===== src/eal_cfg.svh =====
`ifndef EAL_CFG_SVH
`define EAL_CFG_SVH
// ==========================================================
// register offsets (9-bit register file addresses)
`define EAL_ADDR_LVR_OVERRIDE 9'h109
`define EAL_ADDR_CONTROL 9'h18D
`define EAL_ADDR_ACCESS_KEY 9'h18E
`define EAL_ADDR_WRITE_DATA 9'h18F
`define EAL_ADDR_PTR_LOW 9'h185
`define EAL_ADDR_PTR_HIGH 9'h186
// ==========================================================
// key values and reset values
`define EAL_ACCESS_KEY 8'hE2
`define EAL_LVR_OFF_KEY 8'h37
`define EAL_RESET_BYTE 8'h00
// ==========================================================
// control register fields
`define EAL_CTL_TO_BIT 7
`define EAL_CTL_SEL_HI 1
`define EAL_CTL_SEL_LO 0
// ==========================================================
// configuration word fields (14-bit words, bits 13..0)
`define EAL_CFGH_PROTECT 13
`define EAL_CFGH_XRST 12
`define EAL_CFGH_LVR_HI 11
`define EAL_CFGH_LVR_LO 10
`define EAL_CFGH_WDT_HI 9
`define EAL_CFGH_WDT_LO 8
`define EAL_CFGL_LOCK 13
`define EAL_CFGL_SIZE_HI 12
`define EAL_CFGL_SIZE_LO 9
`define EAL_CFG_RESET 14'h0000
// library region: top 0xFFF, 0001 -> E00, each step 128 words
`define EAL_LIB_BASE_MIN 12'hE00
`define EAL_LIB_STEP 12'h080
// ==========================================================
// timing: time-outs in microseconds at 125 MHz
`define EAL_CLK_MHZ 125
`define EAL_TO1_US 900
`define EAL_TO2_US 3600
`define EAL_TO3_US 7200
`define EAL_TO1_CYC (`EAL_TO1_US * `EAL_CLK_MHZ)
`define EAL_TO2_CYC (`EAL_TO2_US * `EAL_CLK_MHZ)
`define EAL_TO3_CYC (`EAL_TO3_US * `EAL_CLK_MHZ)
`endif


===== src/eal_pkg.sv =====
package eal_pkg;
    // write engine states
    typedef enum logic [1:0] {
        EAL_IDLE,
        EAL_PROG,
        EAL_DONE
    } eal_wr_state_e;
    // reset threshold and detect level selections
    typedef enum logic [1:0] {
        EAL_LV_2V4,
        EAL_LV_2V5,
        EAL_LV_3V2,
        EAL_LV_3V7
    } eal_level_e;
    typedef logic [6:0] eal_addr_t;
    typedef logic [7:0] eal_byte_t;
endpackage


===== src/eal_array_if.sv =====
// ==========================================================
// path between the access engine and the byte array
interface eal_array_if;
    logic [6:0] addr;
    logic [7:0] wdata;
    logic [7:0] rdata;
    logic we;
    modport engine (output addr, output wdata, output we, input rdata);
    modport array (input addr, input wdata, input we, output rdata);
endinterface


===== src/eal_array.sv =====
// ==========================================================
// 128-byte data array, one byte per index
module eal_array (
    input wire logic clk_i,
    input wire logic nrst_i,
    eal_array_if.array mem
);
    logic [7:0] mem_reg [0:127];
    integer i;

    // byte write; contents cleared at reset stand in for erased cells
    always_ff @(posedge clk_i or negedge nrst_i) begin
        if (!nrst_i) begin
            for (i = 0; i < 128; i = i + 1) begin
                mem_reg[i] <= 8'h00;
            end
        end else if (mem.we) begin
            mem_reg[mem.addr] <= mem.wdata;
        end
    end

    // each byte read on its own index
    assign mem.rdata = mem_reg[mem.addr];
endmodule


===== src/eal_cfg_decode.sv =====
`include "eal_cfg.svh"
// ==========================================================
// combinational decode of the two configuration words
module eal_cfg_decode (
    input wire logic [13:0] cfg_low_i,
    input wire logic [13:0] cfg_high_i,
    input wire logic [1:0] lvd_sel_i,
    output logic code_protect_o,
    output logic ext_reset_en_o,
    output eal_pkg::eal_level_e lvr_level_o,
    output logic lvd_active_o,
    output eal_pkg::eal_level_e lvd_level_o,
    output logic wdt_run_en_o,
    output logic wdt_idle_en_o,
    output logic lib_lock_o,
    output logic [11:0] lib_base_o
);
    logic [3:0] size;

    // protection, pin reset and watchdog bits
    always_comb begin
        code_protect_o = cfg_high_i[`EAL_CFGH_PROTECT];
        ext_reset_en_o = cfg_high_i[`EAL_CFGH_XRST];
        wdt_run_en_o = cfg_high_i[`EAL_CFGH_WDT_HI];
        wdt_idle_en_o = cfg_high_i[`EAL_CFGH_WDT_HI]
                        & cfg_high_i[`EAL_CFGH_WDT_LO];
    end

    // reset threshold; only the lowest keeps detection
    always_comb begin
        case (cfg_high_i[`EAL_CFGH_LVR_HI:`EAL_CFGH_LVR_LO])
            2'h3: lvr_level_o = eal_pkg::EAL_LV_3V7;
            2'h2: lvr_level_o = eal_pkg::EAL_LV_3V2;
            2'h1: lvr_level_o = eal_pkg::EAL_LV_2V5;
            default: lvr_level_o = eal_pkg::EAL_LV_2V4;
        endcase
        lvd_active_o = (lvr_level_o == eal_pkg::EAL_LV_2V4);
        if (lvd_sel_i[1]) begin
            lvd_level_o = eal_pkg::EAL_LV_3V7;
        end else if (lvd_sel_i[0]) begin
            lvd_level_o = eal_pkg::EAL_LV_2V5;
        end else begin
            lvd_level_o = eal_pkg::EAL_LV_3V2;
        end
    end

    // library base: E00 for size 1, 128 words lower per step
    always_comb begin
        size = cfg_low_i[`EAL_CFGL_SIZE_HI:`EAL_CFGL_SIZE_LO];
        lib_lock_o = cfg_low_i[`EAL_CFGL_LOCK] && size != 4'h0;
        lib_base_o = 12'(`EAL_LIB_BASE_MIN
                     - 12'(size - 4'h1) * `EAL_LIB_STEP);
    end
endmodule


===== src/eal_top.sv =====
`include "eal_cfg.svh"
// Operation
// - writing E2 to the access key enables access; other values disable
// - 128 data bytes, each read and written on its own
// - with access enabled, table reads return the pointed data byte
// - write-data register write with access enabled starts a byte write
// - writing 37 to override turns low-voltage reset off; else on
// - time-out select: off, 0.9 ms, 3.6 ms or 7.2 ms
// - control bit 7 is a read-only flag set on write time-out
// - two configuration words, loaded by the writer, fix reset state
// - high word bit 12 enables pin reset on port A bit 7
// - high word bits 11:10 select the low-voltage reset threshold
// - at 2.4 V, detection select gives 3.2, 2.5 or 3.7 V
// - high word bits 9:8 set watchdog reset: always, run-only, off
// - low word bit 13 enables the library page lock
// - locked region runs down from FFF; reads inside are refused while access is disabled
// - protect bits clear only at reset or after their program area was erased
module eal_top (
    input wire logic clk_i,
    input wire logic nrst_i,
    // cpu register port
    input wire logic [8:0] reg_addr_i,
    input wire logic [7:0] reg_wdata_i,
    input wire logic reg_we_i,
    input wire logic reg_re_i,
    output logic [7:0] reg_rdata_o,
    // table read request from the cpu
    input wire logic tab_req_i,
    input wire logic tab_high_i,
    input wire logic [11:0] prog_addr_i,
    input wire logic [15:0] prog_data_i,
    input wire logic user_read_i,
    output logic [7:0] tab_data_o,
    output logic tab_valid_o,
    output logic tab_refused_o,
    // array programming completion from the cell timer
    input wire logic prog_done_i,
    output logic cpu_hold_o,
    // configuration words from the information area
    input wire logic cfg_load_i,
    input wire logic [13:0] cfg_low_i,
    input wire logic [13:0] cfg_high_i,
    input wire logic user_erased_i,
    input wire logic lib_erased_i,
    input wire logic [1:0] lvd_sel_i,
    // decoded options
    output logic lvr_enable_o,
    output logic code_protect_o,
    output logic ext_reset_en_o,
    output logic [1:0] lvr_level_o,
    output logic lvd_active_o,
    output logic [1:0] lvd_level_o,
    output logic wdt_run_en_o,
    output logic wdt_idle_en_o,
    output logic lib_lock_o
);
    // ==========================================================
    // registers
    logic access_en_reg;
    logic lvr_off_reg;
    logic [1:0] to_sel_reg;
    logic to_flag_reg;
    logic [7:0] ptr_low_reg;
    logic [7:0] ptr_high_reg;
    logic [13:0] cfg_low_reg;
    logic [13:0] cfg_high_reg;
    logic [20:0] to_cnt_reg;
    logic [20:0] to_limit_reg;
    logic [7:0] wbyte_reg;
    logic prog_done_s1_reg;
    logic prog_done_reg;
    eal_pkg::eal_wr_state_e wr_state_reg;
    logic code_protect_w;
    logic ext_reset_w;
    eal_pkg::eal_level_e lvr_level_w;
    eal_pkg::eal_level_e lvd_level_w;
    logic lvd_active_w;
    logic wdt_run_w;
    logic wdt_idle_w;
    logic lib_lock_w;
    logic [11:0] lib_base_w;
    logic wr_start;
    logic in_lib;

    eal_array_if mem ();

    eal_array u_array (
        .clk_i(clk_i),
        .nrst_i(nrst_i),
        .mem(mem.array)
    );

    eal_cfg_decode u_dec (
        .cfg_low_i(cfg_low_reg),
        .cfg_high_i(cfg_high_reg),
        .lvd_sel_i(lvd_sel_i),
        .code_protect_o(code_protect_w),
        .ext_reset_en_o(ext_reset_w),
        .lvr_level_o(lvr_level_w),
        .lvd_active_o(lvd_active_w),
        .lvd_level_o(lvd_level_w),
        .wdt_run_en_o(wdt_run_w),
        .wdt_idle_en_o(wdt_idle_w),
        .lib_lock_o(lib_lock_w),
        .lib_base_o(lib_base_w)
    );

    // selected time-out in cycles; zero means disabled
    function automatic logic [20:0] to_cycles(input logic [1:0] sel);
        case (sel)
            2'h1: to_cycles = 21'(`EAL_TO1_CYC);
            2'h2: to_cycles = 21'(`EAL_TO2_CYC);
            2'h3: to_cycles = 21'(`EAL_TO3_CYC);
            default: to_cycles = 21'h000000;
        endcase
    endfunction

    // ==========================================================
    // array path: address from low seven pointer bits
    assign mem.addr = ptr_low_reg[6:0];
    assign mem.wdata = wbyte_reg;
    assign mem.we = (wr_state_reg == eal_pkg::EAL_PROG) && prog_done_reg;
    assign wr_start = reg_we_i && reg_addr_i == `EAL_ADDR_WRITE_DATA
                      && access_en_reg && wr_state_reg == eal_pkg::EAL_IDLE;
    assign in_lib = lib_lock_w && prog_addr_i >= lib_base_w;

    // access key: only the exact key opens access
    always_ff @(posedge clk_i or negedge nrst_i) begin
        if (!nrst_i) begin
            access_en_reg <= 1'b0;
        end else if (reg_we_i && reg_addr_i == `EAL_ADDR_ACCESS_KEY) begin
            access_en_reg <= reg_wdata_i == `EAL_ACCESS_KEY;
        end
    end

    // low-voltage reset override; any other value re-enables reset
    always_ff @(posedge clk_i or negedge nrst_i) begin
        if (!nrst_i) begin
            lvr_off_reg <= 1'b0;
        end else if (reg_we_i && reg_addr_i == `EAL_ADDR_LVR_OVERRIDE) begin
            lvr_off_reg <= reg_wdata_i == `EAL_LVR_OFF_KEY;
        end
    end

    // pointer bytes and time-out select
    always_ff @(posedge clk_i or negedge nrst_i) begin
        if (!nrst_i) begin
            ptr_low_reg <= `EAL_RESET_BYTE;
            ptr_high_reg <= `EAL_RESET_BYTE;
            to_sel_reg <= 2'h0;
        end else if (reg_we_i) begin
            if (reg_addr_i == `EAL_ADDR_PTR_LOW) begin
                ptr_low_reg <= reg_wdata_i;
            end else if (reg_addr_i == `EAL_ADDR_PTR_HIGH) begin
                ptr_high_reg <= reg_wdata_i;
            end else if (reg_addr_i == `EAL_ADDR_CONTROL) begin
                to_sel_reg <= reg_wdata_i[`EAL_CTL_SEL_HI:`EAL_CTL_SEL_LO];
            end
        end
    end

    // completion pulse comes from the analog cell timer: synchronise
    always_ff @(posedge clk_i or negedge nrst_i) begin
        if (!nrst_i) begin
            prog_done_s1_reg <= 1'b0;
            prog_done_reg <= 1'b0;
        end else begin
            prog_done_s1_reg <= prog_done_i;
            prog_done_reg <= prog_done_s1_reg;
        end
    end

    // write engine: hold cpu until programming ends or time-out
    always_ff @(posedge clk_i or negedge nrst_i) begin
        if (!nrst_i) begin
            wr_state_reg <= eal_pkg::EAL_IDLE;
            to_cnt_reg <= 21'h000000;
            to_limit_reg <= 21'h000000;
            wbyte_reg <= `EAL_RESET_BYTE;
            to_flag_reg <= 1'b0;
        end else begin
            case (wr_state_reg)
                eal_pkg::EAL_IDLE: begin
                    if (wr_start) begin
                        wbyte_reg <= reg_wdata_i;
                        to_limit_reg <= to_cycles(to_sel_reg);
                        to_cnt_reg <= 21'h000000;
                        to_flag_reg <= 1'b0;
                        wr_state_reg <= eal_pkg::EAL_PROG;
                    end
                end
                eal_pkg::EAL_PROG: begin
                    to_cnt_reg <= 21'(to_cnt_reg + 21'h000001);
                    if (prog_done_reg) begin
                        wr_state_reg <= eal_pkg::EAL_DONE;
                    end else if (to_limit_reg != 21'h000000
                                 && to_cnt_reg + 21'h000001
                                 >= to_limit_reg) begin
                        to_flag_reg <= 1'b1;
                        wr_state_reg <= eal_pkg::EAL_DONE;
                    end
                end
                default: wr_state_reg <= eal_pkg::EAL_IDLE;
            endcase
        end
    end

    // configuration words latched on each load pulse; protect bits sticky
    always_ff @(posedge clk_i or negedge nrst_i) begin
        if (!nrst_i) begin
            cfg_low_reg <= `EAL_CFG_RESET;
            cfg_high_reg <= `EAL_CFG_RESET;
        end else if (cfg_load_i) begin
            cfg_low_reg <= cfg_low_i;
            cfg_high_reg <= cfg_high_i;
            if (cfg_high_reg[`EAL_CFGH_PROTECT] && !user_erased_i) begin
                cfg_high_reg[`EAL_CFGH_PROTECT] <= 1'b1;
            end
            if (cfg_low_reg[`EAL_CFGL_LOCK] && !lib_erased_i) begin
                cfg_low_reg[`EAL_CFGL_LOCK] <= 1'b1;
            end
        end
    end

    // table read answer one cycle after the request
    always_ff @(posedge clk_i or negedge nrst_i) begin
        if (!nrst_i) begin
            tab_data_o <= `EAL_RESET_BYTE;
            tab_valid_o <= 1'b0;
            tab_refused_o <= 1'b0;
        end else begin
            tab_valid_o <= tab_req_i;
            tab_refused_o <= 1'b0;
            if (!tab_req_i) begin
                tab_data_o <= tab_data_o;
            end else if (access_en_reg) begin
                tab_data_o <= mem.rdata;
            end else if (in_lib || (code_protect_w && user_read_i)) begin
                tab_data_o <= `EAL_RESET_BYTE;
                tab_refused_o <= 1'b1;
            end else begin
                tab_data_o <= tab_high_i ? prog_data_i[15:8]
                                         : prog_data_i[7:0];
            end
        end
    end

    // register read-back; write-only registers read as zero
    always_ff @(posedge clk_i or negedge nrst_i) begin
        if (!nrst_i) begin
            reg_rdata_o <= `EAL_RESET_BYTE;
        end else if (reg_re_i && reg_addr_i == `EAL_ADDR_CONTROL) begin
            reg_rdata_o <= {to_flag_reg, 5'h00, to_sel_reg};
        end else if (reg_re_i && reg_addr_i == `EAL_ADDR_PTR_LOW) begin
            reg_rdata_o <= ptr_low_reg;
        end else if (reg_re_i && reg_addr_i == `EAL_ADDR_PTR_HIGH) begin
            reg_rdata_o <= ptr_high_reg;
        end else begin
            reg_rdata_o <= `EAL_RESET_BYTE;
        end
    end

    // decoded options registered for clean outputs
    always_ff @(posedge clk_i or negedge nrst_i) begin
        if (!nrst_i) begin
            cpu_hold_o <= 1'b0;
            lvr_enable_o <= 1'b1;
            code_protect_o <= 1'b0;
            ext_reset_en_o <= 1'b0;
            lvr_level_o <= 2'h0;
            lvd_active_o <= 1'b0;
            lvd_level_o <= 2'h0;
            wdt_run_en_o <= 1'b0;
            wdt_idle_en_o <= 1'b0;
            lib_lock_o <= 1'b0;
        end else begin
            cpu_hold_o <= wr_start
                          || (wr_state_reg == eal_pkg::EAL_PROG
                              && !prog_done_reg);
            lvr_enable_o <= !lvr_off_reg;
            code_protect_o <= code_protect_w;
            ext_reset_en_o <= ext_reset_w;
            lvr_level_o <= lvr_level_w;
            lvd_active_o <= lvd_active_w;
            lvd_level_o <= lvd_level_w;
            wdt_run_en_o <= wdt_run_w;
            wdt_idle_en_o <= wdt_idle_w;
            lib_lock_o <= lib_lock_w;
        end
    end
endmodule


===== config.mk =====
export PLATFORM = sky130hd
export DESIGN_NAME = eal_top
export DESIGN_NICKNAME = d
export VERILOG_FILES = /design/src/eal_pkg.sv /design/src/eal_array_if.sv /design/src/eal_array.sv /design/src/eal_cfg_decode.sv /design/src/eal_top.sv
export VERILOG_INCLUDE_DIRS = /design/src
export SDC_FILE = /design/constraint.sdc
export NUM_CORES = 2
export LEC_CHECK = 0
export BUFFER_PORTS_ARGS = -buffer_cell sky130_fd_sc_hd__buf_2
export CAP_MARGIN = 20
export CORE_MARGIN = 10
export CORE_UTILIZATION = 40
export DETAILED_ROUTE_END_ITERATION = 6
export GPL_TIMING_DRIVEN = 1
export SETUP_SLACK_MARGIN = 0.15
export SLEW_MARGIN = 20
export SYNTH_ARGS = -nofsm -noshare
export SYNTH_HDL_FRONTEND = slang
export SYNTH_SLANG_ARGS = --single-unit

===== constraint.sdc =====
create_clock -name clk_i -period 4.16 [get_ports clk_i]
set_input_delay 0.416 -clock clk_i [delete_from_list [all_inputs] [get_ports clk_i]]
set_output_delay 0.416 -clock clk_i [all_outputs]
set_load 0.05 [all_outputs]

Yosys cells after proc, flatten, opt, wreduce, memory -nomap -nowiden --
Cells that the tools add are included.
Storage, ports and cells: register bits 1157, output and inout bits 30, logic and storage cells 252
Operators by class: add/subtract/negate cells 3, magnitude comparators 4, eq/ne operators 19, muxes and demuxes 31, bitwise operators 4, reductions and logical operators 35
Operators with widths (count):
- $bwmux 1024 | 1
- $mux 8 | 9
- $pmux 20 s3 | 1
- $bmux 8 s7 | 1
- $demux 8 s7 | 1
- $eq 9x9->1 const B | 6
- $pmux 21 s2 | 1
- $add 21x1->21 const B | 1
- $ge 21x21->1 | 1
- $mux 21 | 1
- $reduce_bool 21->1 | 1
- $logic_and 1x1->1 | 17
- $ge 12x12->1 | 1
- $sub 12x12->12 const A | 1
- $mux 2 | 5
- $eq 2x2->1 const B | 4
- $eq 8x6->1 const B | 1
- $eq 8x8->1 const B | 1
- $ge 8x8->1 const B | 1
- $lt 8x1->1 const B | 1
- $mux 1 | 8
- $not 7->8 | 1
- $reduce_and 2->1 | 4
- $reduce_and 4->1 | 2
- other kinds (16) | 25

Logic depth before layout (Yosys ltp) --
depth in word-level cells 8, depth in mapped cells 13

Modules after synthesis --
A second synthesis with hierarchy kept.
Second synthesis, totals: cell total of the unflattened synthesis 4201, area, all modules 53481.3 µm²
Modules (own cells, without submodules):
- eal_array | instances 1, cells an instance 3604, area each 47290.4 µm²
- eal_top | instances 1, cells an instance 560, area each 5920.7 µm²
- eal_cfg_decode | instances 1, cells an instance 37, area each 270.3 µm²

Worst setup path after synthesis --
Ideal clock, no wire load.
path type register to register, start point register to_cnt_reg[0], end point register to_flag_reg, setup time 121 ps, arrival time 2784 ps, required time 4039 ps, path slack 1255 ps, stages on the path, launching flop included 14, path buffers 0, clock period less this slack 2905 ps, cells stage by stage dfrtp_1 -> ha_1 -> nand3_1 -> nor3_2 -> and3_1 -> xor2_1 -> ha_1 -> a21o_1 -> a21o_1 -> a21oi_1 -> o21ai_0 -> o21a_1 -> a2bb2oi_1 -> a22o_1
Between the ends: cells in the longest elaborated chain, start to end 5
Ends and longest elaborated chain:
- start: declaration | line eal_top.sv:67 | logic [20:0] to_cnt_reg;
- start signal: assignment | line eal_top.sv:193 | to_cnt_reg <= 21'(to_cnt_reg + 21'h000001);
- $add 21x1->21 | line eal_top.sv:197 | && to_cnt_reg + 21'h000001
- $ge 21x21->1 | line eal_top.sv:198 | >= to_limit_reg) begin
- $logic_and 1x1->1 | line eal_top.sv:197
- $ne 2x1->1 (no line)
- $reduce_and 4->1 (no line)
- end signal: assignment | line eal_top.sv:180 | to_flag_reg <= 1'b0;
- end signal: assignment | line eal_top.sv:188 | to_flag_reg <= 1'b0;
- end signal: assignment | line eal_top.sv:199 | to_flag_reg <= 1'b1;
- end: declaration | line eal_top.sv:62 | logic to_flag_reg;
Every way passes these cells. A chain may end at the register's enable or synchronous reset.

Worst setup path in the final report --
start point register ptr_low_reg[2], end point register tab_data_o[3]
Between the ends: cells in the longest elaborated chain, start to end 5
Ends and longest elaborated chain:
- start: declaration | line eal_top.sv:63 | logic [7:0] ptr_low_reg;
- start signal: assignment | line eal_top.sv:148 | ptr_low_reg <= `EAL_RESET_BYTE;
- start signal: assignment | line eal_top.sv:153 | ptr_low_reg <= reg_wdata_i;
- $not 7->8 (not written as such) | line eal_array.sv:23 | assign mem.rdata = mem_reg[mem.addr];
- $bmux 8 s7 | line eal_array.sv:23
- $mux 8 (not written as such) (2 in a row) | line eal_array.sv:23
- $mux 8 | line eal_top.sv:236 | end else if (access_en_reg) begin
- end signal: assignment | line eal_top.sv:235 | tab_data_o <= tab_data_o;
- end signal: assignment | line eal_top.sv:237 | tab_data_o <= mem.rdata;
- end signal: assignment | line eal_top.sv:239 | tab_data_o <= `EAL_RESET_BYTE;
- end: declaration | line eal_top.sv:33 | output logic [7:0] tab_data_o,
Every way passes these cells. The select of a mux whose other input is x is not followed.

==> flow_metrics.py <==
metrics = {
    "critical_path": {
        "crit_arrival_ns": 4.34,
        "crit_path_frequent_cell": "buf_4",
        "required_ns": 4.77,
        "start_kind": "flop",
        "crit_cells": 9,
        "path_cells": "and3b_2 -> buf_4 -> a22oi_1 -> a41oi_1 -> nor4_2 -> o211ai_1 -> o41ai_1 -> buf_4 -> a31oi_1",
        "cp_slowest_stage_delay_ns": 0.66,
        "rr_worst_depth": 9,
        "cp_slowest_cell": "dfrtp_4",
        "cp_top_family": "compound AO/OA/AOI/OAI gates",
        "crit_type": "flop to flop",
        "cp_num_buf_inv": 2,
        "cp_max_fo": 28,
        "worst_setup_path_end_kind": "flop",
    },
    "synth": {
        "syn-num-nets": 3989,
        "synth_area_per_cell_um2": 13.4,
        "postSynth.asyncResetShare_pct": 100,
        "synth.distinct_cells": 84,
        "synthCells": 3871,
        "seq_area_frac_synth_pct": 54.3,
        "synth.most_common_cell": "mux2_2",
        "synth_area_leaders": "dfrtp_1 54%, mux2_2 25%, a22oi_1 2.3%",
        "synth_top_area_share_pct": 54.3,
        "yosys.area.top_type": "dfrtp_1",
        "synth-edff-count": 0,
        "yosys-top-cells-count": "1139 x mux2_2, 1125 x dfrtp_1, 167 x clkbuf_1",
        "synth_area_mm2": 0.0519,
        "synth_warnings": 0,
        "synthFlopType": "dfrtp_1",
        "ys_ff_latch": 1126,
    },
    "drt": {
        "drt-pass1-iter-count": 7,
        "wl_per_cell_um": 28.3,
        "routed_wl_um": 165000,
        "ant_nets": 0,
        "first_iter_violations": 3290,
        "drc": 1,
        "viasPerCell": 5.98,
        "num_vias": 35000,
    },
    "hold_path": {
        "holdPathStages": 4,
        "min_path_type": "input pin to flop",
    },
    "die": {
        "die_h_um": 380,
        "initial_core_util_pct": 40.2,
        "num_io_pins": 116,
        "dieArea_mm2": 0.144,
        "rows": 132,
        "core-area_mm2": 0.129,
        "fp.dieW_um": 380,
    },
    "sta": {
        "finalHoldViolations": 0,
        "period_share_pct": 89.7,
        "final_max_slew_viol_count": 0,
        "setup-tns-final_ns": 0,
        "worst_slew_pin_slew_ns": 1.08,
        "min_period_ns": 3.73,
        "max_freq_mhz": 268,
        "rsz0062_at_grt": "false",
        "fin_worst_skew_ns": 0.0454,
        "holdWs_ns": 0.0458,
        "maxSlewHeadroom_pct": 27.8,
        "setup_viol": 0,
    },
    "clock_network": {
        "cts_root_buffer": "clkbuf_16",
        "tritoncts": "yes",
        "cts-resized-gates": 0,
        "cts_buffers": 119,
        "clk_path_buf_depth": 3,
        "htree_levels": 3,
        "postCtsSetupBuffers": 0,
        "clk_latency_ns": 0.77,
        "path_clk_slew_ns": 0.06,
        "cts.sinks": 1126,
    },
    "global_routing": {
        "grt_busiest_layer": "met2",
        "grt_use_met2_pct": 33.8,
        "grt_pass1_vias": 35600,
        "antenna_found_initial": 3,
        "met3_usage_pct": 4.64,
        "grt_max_degree": 145,
        "use_met1_pct": 31.7,
        "grt-ovfl-total": 0,
        "grt_use_total_pct": 22.3,
        "grt_pass1_wl_um": 246000,
    },
    "placed_design": {
        "dp_hpwl_um": 106000,
        "gp_congestion": 0.892,
        "port_buffers": 98,
    },
    "pwr": {
        "p_leak_nw": 27.6,
        "peakVddDrop_mv": 0.351,
        "cellPowerDensity_mw_per_mm2": 391,
    },
    "layout": {
        "largest_register_ffs": 1024,
        "drive_gt1_share_pct": 43.8,
        "syn_to_final_growth_pct": 14.6,
        "nNetsFinal": 4122,
    },
    "status": {
        "status": "finished with violations",
        "violations": "DRC",
    },
    "run": {
        "max-cap-violations": 0,
    },
}
-- what timing repair did --
item / 4_1_cts / 5_1_grt
setup endpoints to repair: 0 / 0
hold buffers: 29 / 0
hold endpoints to repair: 76 / 0
-- path summary, 6_finish.rpt --
check | end | start | slack, ns
max | tab_data_o[3]$_DFFE_PN0P_ | ptr_low_reg[2]$_DFFE_PN0P_ | 0.43
min | lvr_off_reg$_DFFE_PN0P_ | reg_addr_i[7] | 0.05
max reg2reg | tab_data_o[3]$_DFFE_PN0P_ | ptr_low_reg[2]$_DFFE_PN0P_ | 0.43
min reg2reg | prog_done_reg$_DFF_PN0_ | prog_done_s1_reg$_DFF_PN0_ | 0.35
max in group asynchronous | u_array.mem_reg[591]$_DFFE_PN0P_ | nrst_i | 2.68
min in group asynchronous | lvd_level_o[0]$_DFF_PN0_ | nrst_i | 0.17
-- where the power goes --
part           internal (mW)  switching (mW)  leakage [nW]  total (mW)
combinational          0.251           0.723          9.98       0.974
clock                   6.58            4.66          2.05        11.2
sequential              11.0          0.0532          15.6        11.0
total                   17.8            5.44          27.6        23.3
-- worst register-to-register path: stages, from the launching register on --
cell,delay (ns)
dfrtp_4,0.66
and3b_2,0.69
buf_4,0.35
a22oi_1,0.17
a41oi_1,0.35
nor4_2,0.44
o211ai_1,0.18
o41ai_1,0.45
buf_4,0.22
a31oi_1,0.08
-- layer usage --
layer  vias to the layer above  part of all wire (%)
li1                      14700                     -
met1                     18600                    44
met2                      1342                    45
met3                       305                   7.7
met4                         4                   3.4
met5                         -                 0.016
-- area by class of cell --
type                            count  area (µm²)
Clock buffer                      174        3510
Fill cell                       11700       69700
Multi-Input combinational cell   2415       22200
Sequential cell                  1126       28200
Antenna cell                        1        2.50
Tap cell                         1742        2180
Clock inverter                     52         639
Inverter                           22        82.6
Timing Repair Buffer              320        2640
-- placed cells by master, fill, tap and decap left out, types with 14 or more instances in the layout --
cell and n:
mux4_2 24, a31oi_1 28, mux2_2 1139, nand4_1 14, clkbuf_1 24, a221o_1 26
nand2_1 127, buf_2 97, a22o_1 40, nor2b_1 14, clkbuf_16 120, clkinv_2 27
a22oi_1 160, ha_1 32, a221oi_1 95, nor2_2 80, nor2_1 71, o21ai_0 84
a21oi_1 75, inv_1 20, dlygate4sd3_1 29, dfrtp_1 1113, clkbuf_8 30, buf_4 162
a41oi_1 16, buf_12 29, o211ai_1 26, mux2i_1 72, xnor2_1 15, nand3_1 39
-- cell families (layout without fill, tap and decap cells) --
kind of cell | Yosys count | count (layout) | synth area share, %
adders and majority gates | 32 | 32 | 0.772
other | 0 | 1 | 0
muxes | 1242 | 1242 | 27.3
and+or+nand+nor | 462 | 462 | 4.83
DFF | 1126 | 1126 | 54.3
buffers and inverters | 330 | 568 | 3.01
xor gates and xnor gates | 22 | 22 | 0.371
AOI/OAI and AO/OA | 657 | 657 | 9.39
-- per-stage QoR --
step | utilization (%) | power (mW) | setup WS (ns) | instance area (µm²) | instances
floorplan | - | 11.6 | 1.26 | 51900 | 3871
global placement | 42.6 | 12.2 | 0.463 | 55000 | 5594
detailed placement | 42.6 | 12.2 | 0.586 | 55000 | 5594
CTS | 46.0 | 23.4 | 0.543 | 59400 | 5849
global route | 46.0 | 24.0 | 0.414 | 59500 | 5851
finish | 46.0 | 23.3 | 0.430 | 59500 | 5852
Power figures use the tool's default switching activity.
